$ cat src/core/pus_params.svh
`ifndef PUS_PARAMS_SVH
`define PUS_PARAMS_SVH
// channel geometry
`define PUS_NUM_CH 8
`define PUS_VAL_W 16
`define PUS_ADR_W 8
// timing
`define PUS_CLK_NS 20
`define PUS_MS_NS 1000000
`define PUS_XFER_NS 1200000
// deviation arithmetic
`define PUS_AI_FULL 32'h0000FFFF
`define PUS_PCT_SCALE 32'h00000064
// peer update modes
`define PUS_MODE_OFF 2'h0
`define PUS_MODE_SINGLE 2'h1
`define PUS_MODE_MULTI 2'h2
// register byte offsets
`define PUS_REG_CTRL 8'h00
`define PUS_REG_STATUS 8'h04
`define PUS_REG_IRQ_MASK 8'h08
`define PUS_REG_PERIOD 8'h0C
`define PUS_REG_DEVIATION 8'h10
`define PUS_REG_CH_ENABLE 8'h14
`define PUS_REG_ANALOG_SEL 8'h18
`define PUS_REG_SINGLE_DEST 8'h1C
`define PUS_REG_FALL_MODE 8'h20
`define PUS_REG_FALL_DELAY 8'h24
`define PUS_REG_STATE 8'h28
`define PUS_REG_MAP_ADDR 8'h40
`define PUS_REG_MAP_CHAN 8'h60
`define PUS_MAP_SPAN 8'h20
// field positions
`define PUS_CTRL_MODE_LSB 0
`define PUS_CTRL_COS_BIT 2
`define PUS_ST_SENT 0
`define PUS_ST_COS 1
`define PUS_ST_REFUSED 2
`define PUS_ST_LATE 3
`define PUS_ST_W 4
// reset values
`define PUS_PERIOD_RST 16'h03E8
`define PUS_DEV_RST 8'h05
`define PUS_ENABLE_RST 8'hFF
`define PUS_DELAY_RST 16'h0064
`endif

$ cat src/core/pus_pkg.sv
`include "pus_params.svh"
package pus_pkg;
  typedef struct packed {
    logic                    cyc;
    logic                    stb;
    logic                    we;
    logic [`PUS_ADR_W-1:0]   adr;
    logic [3:0]              sel;
    logic [31:0]             dat;
  } pus_wb_req_type;

  typedef struct packed {
    logic [31:0]                       destAddr;
    logic [3:0]                        destChan;
    logic                              multiDest;
    logic [`PUS_NUM_CH-1:0]            enables;
    logic [`PUS_NUM_CH-1:0]            changed;
    logic [`PUS_NUM_CH*`PUS_VAL_W-1:0] values;
  } pus_msg_type;

  typedef enum logic {SCH_IDLE, SCH_SEND} pus_state_type;
endpackage

$ cat src/core/pus_peer_update.sv
`timescale 1ns/1ns
`include "pus_params.svh"
module pus_peer_update #(
  parameter int NUM_CH      = `PUS_NUM_CH,
  parameter int TICK_CYCLES = `PUS_MS_NS / `PUS_CLK_NS,
  parameter int XFER_CYCLES = `PUS_XFER_NS / `PUS_CLK_NS
) (
  input  wire logic                              clk_sys,
  input  wire logic                              nrst,
  input  wire pus_pkg::pus_wb_req_type           wbReq,
  output logic [31:0]                            wbDatO,
  output logic                                   wbAck,
  input  wire logic [`PUS_NUM_CH-1:0]            diPins,
  input  wire logic [`PUS_NUM_CH*`PUS_VAL_W-1:0] aiValues,
  input  wire logic                              condLogicActive,
  output pus_pkg::pus_msg_type                   msgData,
  output logic                                   msgValid,
  input  wire logic                              msgReady,
  input  wire logic [`PUS_NUM_CH-1:0]            doCmd,
  output logic [`PUS_NUM_CH-1:0]                 doPins,
  output logic                                   irq
);
  import pus_pkg::*;

  localparam int NCH = `PUS_NUM_CH;
  localparam int VW  = `PUS_VAL_W;

  if (NUM_CH < 1 || NUM_CH > NCH || TICK_CYCLES < 1 || XFER_CYCLES < 2) begin : g_chk
    $error("pus_peer_update: unsupported parameter value");
  end

  function automatic logic [31:0] mergeBytes(logic [31:0] old, logic [31:0] nw,
                                             logic [3:0] sel);
    logic [31:0] res;
    res = old;
    for (int b = 0; b < 4; b++) begin
      if (sel[b]) begin
        res[b*8 +: 8] = nw[b*8 +: 8];
      end
    end
    return res;
  endfunction

  // percentage compare avoids a divider: diff*100 > pct*full
  function automatic logic changedBeyond(logic [VW-1:0] a, logic [VW-1:0] b,
                                         logic [7:0] pct, logic isAnalog);
    logic [VW-1:0] d;
    logic [31:0]   lhs;
    logic [31:0]   rhs;
    d   = (a > b) ? a - b : b - a;
    lhs = {16'h0000, d} * `PUS_PCT_SCALE;
    rhs = {24'h000000, pct} * `PUS_AI_FULL;
    return isAnalog ? (lhs > rhs) : (a != b);
  endfunction

  function automatic logic [2:0] lowestSet(logic [NCH-1:0] v);
    logic [2:0] idx;
    idx = 3'h0;
    for (int i = NCH - 1; i >= 0; i--) begin
      if (v[i]) begin
        idx = 3'(i);
      end
    end
    return idx;
  endfunction

  // configuration and status
  logic [1:0]     mode;
  logic           cosEnable;
  logic [15:0]    periodMs;
  logic [7:0]     deviationPct;
  logic [NCH-1:0] chEnable;
  logic [NCH-1:0] analogSel;
  logic [31:0]    singleDest;
  logic [NCH-1:0] fallMode;
  logic [15:0]    fallDelayMs;
  logic [31:0]    mapAddr [NCH];
  logic [3:0]     mapChan [NCH];
  logic [`PUS_ST_W-1:0] status;
  logic [`PUS_ST_W-1:0] irqMask;

  // scheduling state
  pus_state_type  state;
  logic [NCH-1:0] diMeta;
  logic [NCH-1:0] diSync;
  logic [VW-1:0]  curVal  [NCH];
  logic [VW-1:0]  refVal  [NCH];
  logic [VW-1:0]  cmpRef  [NCH];
  logic [NCH-1:0] loadMask;
  logic [NCH-1:0] changeNow;
  logic [NCH-1:0] changeFlag;
  logic [NCH-1:0] pending;
  logic [NCH-1:0] sentMask;
  logic [31:0]    tickCnt;
  logic           msTick;
  logic [15:0]    periodCnt;
  logic           periodDue;
  logic [31:0]    sendCnt;
  logic           lateEvt;
  logic           refusedEvt;
  logic           msgTaken;
  logic           active;
  logic [15:0]    fallCnt [NCH];

  logic           busReq;
  logic           busWr;
  logic [31:0]    rdData;
  logic [`PUS_ST_W-1:0] next_status;

  assign busReq   = wbReq.cyc & wbReq.stb & ~wbAck;
  assign busWr    = busReq & wbReq.we;
  assign active   = (mode != `PUS_MODE_OFF);
  assign msgTaken = (state == SCH_SEND) & msgReady;
  assign irq      = |(status & irqMask);
  assign loadMask = (mode == `PUS_MODE_MULTI) ? NCH'(1) << lowestSet(pending) : chEnable;

  // inputs from pins cross in through two flops
  always_ff @(posedge clk_sys or negedge nrst) begin
    if (!nrst) begin
      diMeta <= '0;
      diSync <= '0;
    end else begin
      diMeta <= diPins;
      diSync <= diMeta;
    end
  end

  always_comb begin
    for (int c = 0; c < NCH; c++) begin
      // at the take edge compare with the word in flight, else a sent change re-arms itself
      cmpRef[c] = (msgTaken && sentMask[c]) ? msgData.values[c*VW +: VW] : refVal[c];
      if (c < NUM_CH) begin
        curVal[c]    = analogSel[c] ? aiValues[c*VW +: VW] : {{(VW-1){1'b0}}, diSync[c]};
        changeNow[c] = changedBeyond(curVal[c], cmpRef[c], deviationPct, analogSel[c]);
      end else begin
        curVal[c]    = '0;
        changeNow[c] = 1'b0;
      end
    end
  end

  // millisecond enable and period timer
  always_ff @(posedge clk_sys or negedge nrst) begin
    if (!nrst) begin
      tickCnt <= '0;
      msTick  <= 1'b0;
    end else begin
      msTick  <= (tickCnt == 32'(TICK_CYCLES - 1));
      tickCnt <= (tickCnt == 32'(TICK_CYCLES - 1)) ? '0 : tickCnt + 32'h00000001;
    end
  end

  always_ff @(posedge clk_sys or negedge nrst) begin
    if (!nrst) begin
      periodCnt <= '0;
      periodDue <= 1'b0;
    end else begin
      periodDue <= 1'b0;
      if (!active) begin
        periodCnt <= '0;
      end else if (msTick) begin
        if (periodCnt + 16'h0001 >= periodMs) begin
          periodCnt <= '0;
          periodDue <= 1'b1;
        end else begin
          periodCnt <= periodCnt + 16'h0001;
        end
      end
    end
  end

  // pending sends and change flags; a set in the clearing cycle wins
  always_ff @(posedge clk_sys or negedge nrst) begin
    if (!nrst) begin
      pending    <= '0;
      changeFlag <= '0;
    end else begin
      for (int c = 0; c < NCH; c++) begin
        if (!active || c >= NUM_CH) begin
          pending[c] <= 1'b0;
        end else if ((periodDue && chEnable[c]) ||
                     (cosEnable && changeNow[c] && chEnable[c])) begin
          pending[c] <= 1'b1;
        end else if (msgTaken && sentMask[c]) begin
          pending[c] <= 1'b0;
        end
        if (changeNow[c] && c < NUM_CH) begin
          changeFlag[c] <= 1'b1;
        end else if (msgTaken && sentMask[c]) begin
          changeFlag[c] <= 1'b0;
        end
      end
    end
  end

  // reference is the last value actually delivered
  always_ff @(posedge clk_sys or negedge nrst) begin
    if (!nrst) begin
      for (int c = 0; c < NCH; c++) begin
        refVal[c] <= '0;
      end
    end else if (msgTaken) begin
      for (int c = 0; c < NCH; c++) begin
        if (sentMask[c]) begin
          refVal[c] <= msgData.values[c*VW +: VW];
        end
      end
    end
  end

  // message scheduler runs on its own once a mode is applied
  always_ff @(posedge clk_sys or negedge nrst) begin
    if (!nrst) begin
      state    <= SCH_IDLE;
      msgValid <= 1'b0;
      msgData  <= '0;
      sentMask <= '0;
    end else begin
      case (state)
        SCH_IDLE: begin
          if (active && pending != '0) begin
            msgValid <= 1'b1;
            state    <= SCH_SEND;
            if (mode == `PUS_MODE_MULTI) begin
              sentMask               <= NCH'(1) << lowestSet(pending);
              msgData.destAddr       <= mapAddr[lowestSet(pending)];
              msgData.destChan       <= mapChan[lowestSet(pending)];
              msgData.multiDest      <= 1'b1;
              msgData.enables        <= NCH'(1) << lowestSet(pending);
              msgData.changed        <= changeFlag & (NCH'(1) << lowestSet(pending));
            end else begin
              sentMask               <= chEnable;
              msgData.destAddr       <= singleDest;
              msgData.destChan       <= 4'h0;
              msgData.multiDest      <= 1'b0;
              msgData.enables        <= chEnable;
              msgData.changed        <= changeFlag & chEnable;
            end
            for (int c = 0; c < NCH; c++) begin
              msgData.values[c*VW +: VW] <= loadMask[c] ? curVal[c] : '0;
            end
          end
        end
        SCH_SEND: begin
          if (msgReady) begin
            msgValid <= 1'b0;
            state    <= SCH_IDLE;
          end
        end
        default: begin
          msgValid <= 1'b0;
          state    <= SCH_IDLE;
        end
      endcase
    end
  end

  // flags a message the network has held past the transfer budget
  always_ff @(posedge clk_sys or negedge nrst) begin
    if (!nrst) begin
      sendCnt <= '0;
      lateEvt <= 1'b0;
    end else begin
      lateEvt <= 1'b0;
      if (state != SCH_SEND) begin
        sendCnt <= '0;
      end else begin
        sendCnt <= sendCnt + 32'h00000001;
        lateEvt <= (sendCnt == 32'(XFER_CYCLES - 1));
      end
    end
  end

  // falling-delay outputs; the delay counts whole milliseconds
  always_ff @(posedge clk_sys or negedge nrst) begin
    if (!nrst) begin
      doPins <= '0;
      for (int c = 0; c < NCH; c++) begin
        fallCnt[c] <= '0;
      end
    end else begin
      for (int c = 0; c < NCH; c++) begin
        if (!fallMode[c] || doCmd[c] || !doPins[c]) begin
          doPins[c]  <= doCmd[c];
          fallCnt[c] <= '0;
        end else if (msTick) begin
          if (fallCnt[c] + 16'h0001 >= fallDelayMs) begin
            doPins[c]  <= 1'b0;
            fallCnt[c] <= '0;
          end else begin
            fallCnt[c] <= fallCnt[c] + 16'h0001;
          end
        end
      end
    end
  end

  // control register; a non-off mode write is refused while condLogicActive, other mode writes take effect when written
  always_ff @(posedge clk_sys or negedge nrst) begin
    if (!nrst) begin
      mode       <= `PUS_MODE_OFF;
      cosEnable  <= 1'b0;
      refusedEvt <= 1'b0;
    end else begin
      refusedEvt <= 1'b0;
      if (busWr && wbReq.adr == `PUS_REG_CTRL && wbReq.sel[0]) begin
        cosEnable <= wbReq.dat[`PUS_CTRL_COS_BIT];
        if (wbReq.dat[`PUS_CTRL_MODE_LSB +: 2] != `PUS_MODE_OFF && condLogicActive) begin
          refusedEvt <= 1'b1;
        end else if (wbReq.dat[`PUS_CTRL_MODE_LSB +: 2] == `PUS_MODE_MULTI) begin
          mode <= `PUS_MODE_MULTI;
        end else begin
          mode <= wbReq.dat[`PUS_CTRL_MODE_LSB] ? `PUS_MODE_SINGLE : `PUS_MODE_OFF;
        end
      end
    end
  end

  // remaining configuration; the whole map is plain storage
  always_ff @(posedge clk_sys or negedge nrst) begin
    if (!nrst) begin
      irqMask      <= '0;
      periodMs     <= `PUS_PERIOD_RST;
      deviationPct <= `PUS_DEV_RST;
      chEnable     <= `PUS_ENABLE_RST;
      analogSel    <= '0;
      singleDest   <= '0;
      fallMode     <= '0;
      fallDelayMs  <= `PUS_DELAY_RST;
      for (int c = 0; c < NCH; c++) begin
        mapAddr[c] <= '0;
        mapChan[c] <= '0;
      end
    end else if (busWr) begin
      case (wbReq.adr)
        `PUS_REG_IRQ_MASK: irqMask <= `PUS_ST_W'(mergeBytes(32'(irqMask), wbReq.dat, wbReq.sel));
        `PUS_REG_PERIOD: periodMs <= 16'(mergeBytes(32'(periodMs), wbReq.dat, wbReq.sel));
        `PUS_REG_DEVIATION: deviationPct <= 8'(mergeBytes(32'(deviationPct), wbReq.dat,
                                                         wbReq.sel));
        `PUS_REG_CH_ENABLE: chEnable <= NCH'(mergeBytes(32'(chEnable), wbReq.dat, wbReq.sel));
        `PUS_REG_ANALOG_SEL: analogSel <= NCH'(mergeBytes(32'(analogSel), wbReq.dat, wbReq.sel));
        `PUS_REG_SINGLE_DEST: singleDest <= mergeBytes(singleDest, wbReq.dat, wbReq.sel);
        `PUS_REG_FALL_MODE: fallMode <= NCH'(mergeBytes(32'(fallMode), wbReq.dat, wbReq.sel));
        `PUS_REG_FALL_DELAY: fallDelayMs <= 16'(mergeBytes(32'(fallDelayMs), wbReq.dat,
                                                          wbReq.sel));
        default: begin
          if (wbReq.adr >= `PUS_REG_MAP_ADDR && wbReq.adr < `PUS_REG_MAP_CHAN) begin
            mapAddr[wbReq.adr[4:2]] <= mergeBytes(mapAddr[wbReq.adr[4:2]], wbReq.dat,
                                                  wbReq.sel);
          end else if (wbReq.adr >= `PUS_REG_MAP_CHAN &&
                       wbReq.adr < `PUS_REG_MAP_CHAN + `PUS_MAP_SPAN) begin
            mapChan[wbReq.adr[4:2]] <= 4'(mergeBytes(32'(mapChan[wbReq.adr[4:2]]),
                                                     wbReq.dat, wbReq.sel));
          end
        end
      endcase
    end
  end

  // sticky events, write one to clear
  always_comb begin
    next_status = status;
    if (busWr && wbReq.adr == `PUS_REG_STATUS && wbReq.sel[0]) begin
      next_status = status & ~wbReq.dat[`PUS_ST_W-1:0];
    end
    next_status[`PUS_ST_SENT]    = next_status[`PUS_ST_SENT] | msgTaken;
    next_status[`PUS_ST_COS]     = next_status[`PUS_ST_COS] | (active & cosEnable &
                                   |(changeNow & chEnable & ~changeFlag));
    next_status[`PUS_ST_REFUSED] = next_status[`PUS_ST_REFUSED] | refusedEvt;
    next_status[`PUS_ST_LATE]    = next_status[`PUS_ST_LATE] | lateEvt;
  end

  always_ff @(posedge clk_sys or negedge nrst) begin
    if (!nrst) begin
      status <= '0;
    end else begin
      status <= next_status;
    end
  end

  always_comb begin
    rdData = 32'h00000000;
    case (wbReq.adr)
      `PUS_REG_CTRL: rdData = {29'h00000000, cosEnable, mode};
      `PUS_REG_STATUS: rdData = 32'(status);
      `PUS_REG_IRQ_MASK: rdData = 32'(irqMask);
      `PUS_REG_PERIOD: rdData = 32'(periodMs);
      `PUS_REG_DEVIATION: rdData = 32'(deviationPct);
      `PUS_REG_CH_ENABLE: rdData = 32'(chEnable);
      `PUS_REG_ANALOG_SEL: rdData = 32'(analogSel);
      `PUS_REG_SINGLE_DEST: rdData = singleDest;
      `PUS_REG_FALL_MODE: rdData = 32'(fallMode);
      `PUS_REG_FALL_DELAY: rdData = 32'(fallDelayMs);
      `PUS_REG_STATE: rdData = {6'h00, msgValid, active, pending, changeFlag, diSync};
      default: begin
        if (wbReq.adr >= `PUS_REG_MAP_ADDR && wbReq.adr < `PUS_REG_MAP_CHAN) begin
          rdData = mapAddr[wbReq.adr[4:2]];
        end else if (wbReq.adr >= `PUS_REG_MAP_CHAN &&
                     wbReq.adr < `PUS_REG_MAP_CHAN + `PUS_MAP_SPAN) begin
          rdData = 32'(mapChan[wbReq.adr[4:2]]);
        end
      end
    endcase
  end

  // one wait state; unmapped words read zero and still acknowledge
  always_ff @(posedge clk_sys or negedge nrst) begin
    if (!nrst) begin
      wbAck  <= 1'b0;
      wbDatO <= '0;
    end else begin
      wbAck <= busReq;
      if (busReq && !wbReq.we) begin
        wbDatO <= rdData;
      end
    end
  end
endmodule

$ cat config.mk
export PLATFORM = sky130hd
export DESIGN_NAME = pus_peer_update
export DESIGN_NICKNAME = d
export VERILOG_FILES = /design/src/core/pus_pkg.sv /design/src/core/pus_peer_update.sv
export VERILOG_INCLUDE_DIRS = /design/src /design/src/core
export SDC_FILE = /design/constraint.sdc
export NUM_CORES = 2
export LEC_CHECK = 0
export BUFFER_PORTS_ARGS = -buffer_cell sky130_fd_sc_hd__buf_2
export CAP_MARGIN = 20
export CORE_UTILIZATION = 35
export DETAILED_ROUTE_END_ITERATION = 16
export GPL_TIMING_DRIVEN = 0
export MAX_ROUTING_LAYER = met4
export PLACE_DENSITY = 0.61
export RECOVER_POWER = 25
export SLEW_MARGIN = 0
export SYNTH_ARGS = -nofsm -noshare
export SYNTH_HDL_FRONTEND = slang
export SYNTH_SLANG_ARGS = --single-unit
$ cat constraint.sdc
create_clock -name clk_sys -period 11.2 [get_ports clk_sys]
set_input_delay 0.56 -clock clk_sys [delete_from_list [all_inputs] [get_ports clk_sys]]
set_output_delay 0.56 -clock clk_sys [all_outputs]
set_load 0.02 [all_outputs]
==> run_results.csv <==
group,metric,value,unit
critical_path,r2r_start,"state",
critical_path,worstSetupEndpointType,"flop",
critical_path,required,11840,ps
synth,yosysSeqAreaShare,0.3045,
critical_path,critPathMaxStageDelay,710,ps
floorplan,dieArea,0.2349,mm²
clock_network,clkLatencyLatePin,830,ps
synth,synth_edf_count,0,
routing,drcViolationCount,0,
cells_and_area,final_common_cell,"ha_1",
synth,netlist_instances,8509,
clock_network,clk_path_buf_depth,3,
timing,setup_viol_count_final,0,
floorplan,io_pins,419,
cells_and_area,areaGrowthSynthToFinish,13.60,%
synth,syn-num-nets,9863,
run,maxCapViolCount,5,
routing,viasPerCell,5.527,
synth,synth_top_cell_area_share,0.2983,
critical_path,setup.worst_path.end,"status[1]",
floorplan,core_area,0.2308,mm²
power_and_ir_drop,irDropWorstVdd,0.1540,mV
synth,ys_warn_count,0,
outcome,status,"finished, violations left",
min_path,hold_class,"input port to flop",
timing,fmax,94.23,MHz
critical_path,worstSetupPathType,"flop to flop",
critical_path,cp.buffers_inverters,8,
power_and_ir_drop,p_per_area,102.3,mW/mm²
routing,drt_iter0_markers,5185,
clock_network,numCtsBuffers,114,
clock_network,cts_root_buffer,"clkbuf_16",
critical_path,rr_endpoint,"status[1]",
critical_path,start_kind,"flop",
critical_path,critPathLaunch,"state",
critical_path,cp.depth,42,
synth,synth_largest_area_cell,"dfrtp_1",
synth,ys.flop_type,"dfrtp_1",
timing,slew_headroom,-2.368,
critical_path,path_max_fanout,10,
cells_and_area,nNetsFinal,10480,
synth,syn_avg_cell_area,9.582,µm²
critical_path,crit_family,"compound AO/OA/AOI/OAI gates",
placement,place_hpwl,211700,µm
synth,ys_seq_elements,991,
global_routing,grt_overflow,0,
timing,clock_skew,81.48,ps
cells_and_area,layout-drive-gt1-share,0.1754,
critical_path,reg2reg_depth,42,
routing,wl_per_cell,22.23,µm
synth,synth_area_leaders,"dfrtp_1, ha_1, mux2_2, inv_1, nand2_1",
critical_path,crit_top_cell,"ha_1",
floorplan,die_h,484.6,µm
cells_and_area,final_cell_mix,"ha_1, dfrtp_1, inv_1, nand2_1, mux2_2",
synth,synth-async-reset-ratio,1.000,
global_routing,grt_usage,0.2341,
critical_path,regToRegSetupSlack,590,ps
global_routing,grt_max_degree,158,
timing,final.period_utilization,0.9475,
synth,yosys.cell_types.count,111,
global_routing,grt_pass1_vias,68290,
clock_network,htreeDepth,3,
clock_network,clkSlewWorstSetupHoldPaths,70,ps
critical_path,crit_slowest_cell,"nor4_1",
synth,syn_area,0.08153,mm²
timing,hold_violations,0,
global_routing,grt_pass1_wl,413300,µm
outcome,violations,"capacitance limit, slew limit",
floorplan,start_util,0.3533,
timing,min_period,10610,ps
timing,grt_setup_unrepaired,"yes",
timing,drv_slew,695,
placement,routabilityCongestion,0.9283,
timing,worst_hold_slack,54.52,ps
critical_path,arrival,11250,ps
timing,setup_tns,0,ps
placement,io_buffers,411,
routing,drt_pass1_iterations,8,
routing,vias,67790,
routing,antenna_left,0,
global_routing,antenna_found_initial,30,
power_and_ir_drop,p_leak,46.00,nW
cells_and_area,final_util,0.4013,
clock_network,clock-sinks,991,
routing,wl,272700,µm
timing,tightestPinTransition,5052,ps
floorplan,die_x,484.6,µm
floorplan,fp-row-count,176,
clock_network,cts_tree,"yes",
[sequential cells by signal (all words and copies together), names as in the netlist, 32 cells and up]
signal / flops
mapChan: 32
singleDest: 32
sendCnt: 32
msgData: 181
wbDatO: 32
mapAddr: 256
fallCnt: 128
refVal: 128
tickCnt: 32
[per-layer routing]
metal  wire length (µm)  global-route usage  vias to the layer above
li1                   -                   -                    31430
met1             113900              0.2866                    33600
met2             127000              0.3730                     2216
met3              17010             0.03871                      540
met4              14780              0.1153                        0
met5                  0                   -                        -
[worst min path at each step]
stage                            start              to  slack [ps]  cells past startpoint
after detailed placement     diMeta[4]       diSync[4]         330                      0
after global routing         wbReq[31]  singleDest[31]          30                      2
after CTS                     wbReq[0]       status[0]           9                      3
after global placement       diMeta[4]       diSync[4]         340                      0
after floorplan                   nrst    analogSel[0]         260                      0
final                     aiValues[15]     msgData[15]          50                      3
[through the flow]
step	area, µm²	cells	setup WS (ps)	power [mW]
final	92620	12270	587.9	9.475
after global routing	92610	12260	-20.90	9.916
after CTS	92540	12240	0.1927	9.548
after detailed placement	88190	11990	-597.1	5.515
after global placement	87380	11950	-12650	5.437
after floorplan	81530	8509	2334	4.956
[Yosys cell counts (40+ instances only)]
| cell type | n |
|---|---|
| nand2_1 | 752 |
| or3_1 | 43 |
| a22o_1 | 137 |
| dfrtp_1 | 972 |
| a31oi_1 | 40 |
| mux2i_1 | 81 |
| nand2b_1 | 74 |
| a211oi_1 | 123 |
| a2111oi_0 | 47 |
| o21bai_1 | 56 |
| clkbuf_1 | 253 |
| nand3_1 | 186 |
| nor2_1 | 401 |
| a21o_1 | 227 |
| nor2b_1 | 111 |
| o21a_1 | 44 |
| ha_1 | 1026 |
| a311oi_1 | 70 |
| mux2_2 | 715 |
| nand4_1 | 76 |
| fa_1 | 133 |
| a21oi_1 | 393 |
| mux4_2 | 72 |
| nor3_1 | 98 |
| xor2_1 | 188 |
| and3_1 | 84 |
| and2_1 | 128 |
| o21ai_0 | 367 |
| buf_2 | 46 |
| xnor2_1 | 286 |
| inv_1 | 811 |
[where the power goes]
group | switching (mW) | internal, mW | total, mW
Sequential | 0.0445 | 3.64 | 3.68
Combinational | 1.05 | 0.740 | 1.79
Clock | 1.72 | 2.28 | 4.00
Total | 2.82 | 6.66 | 9.48
[worst reg2reg max path, delay by kind of cell (launching register included)]
family                   cells  cell delay [ps]
adder cells (fa/ha/maj)      6             1890
buffers and inverters        8             1760
XOR/XNOR                     2              410
flip-flops                   1              460
multiplexers                 2              830
AO/OA/AOI/OAI               16             2740
AND/OR/NAND/NOR              8             2320
[timing repair]
action                                  in CTS  in global routing
endpoints found under the hold margin      117                  0
setup buffers                                0                  4
hold buffers                                34                  0
endpoints found under the setup margin       2                  7
resized for setup                            6                 30
pin swaps                                    0                  1
cloned                                       0                  0
[cells by family after synthesis]
kind of cell	share of synthesized area
compound gates	0.1496
xor+xnor	0.05112
fa+ha+maj	0.1901
buf+inv	0.05497
flops	0.3045
mux	0.1288
simple gates	0.1210
[cell type report]
class | instances | area [µm²]
Multi-Input combinational cell | 6359 | 52420
Timing Repair Buffer | 497 | 3039
Clock inverter | 59 | 828.3
Clock buffer | 155 | 3167
Buffer | 346 | 1451
Fill cell | 22720 | 138200
Tap cell | 3026 | 3786
Inverter | 812 | 3048
Antenna cell | 21 | 52.55
Sequential cell | 991 | 24820
Power figures use the tool's default switching activity.
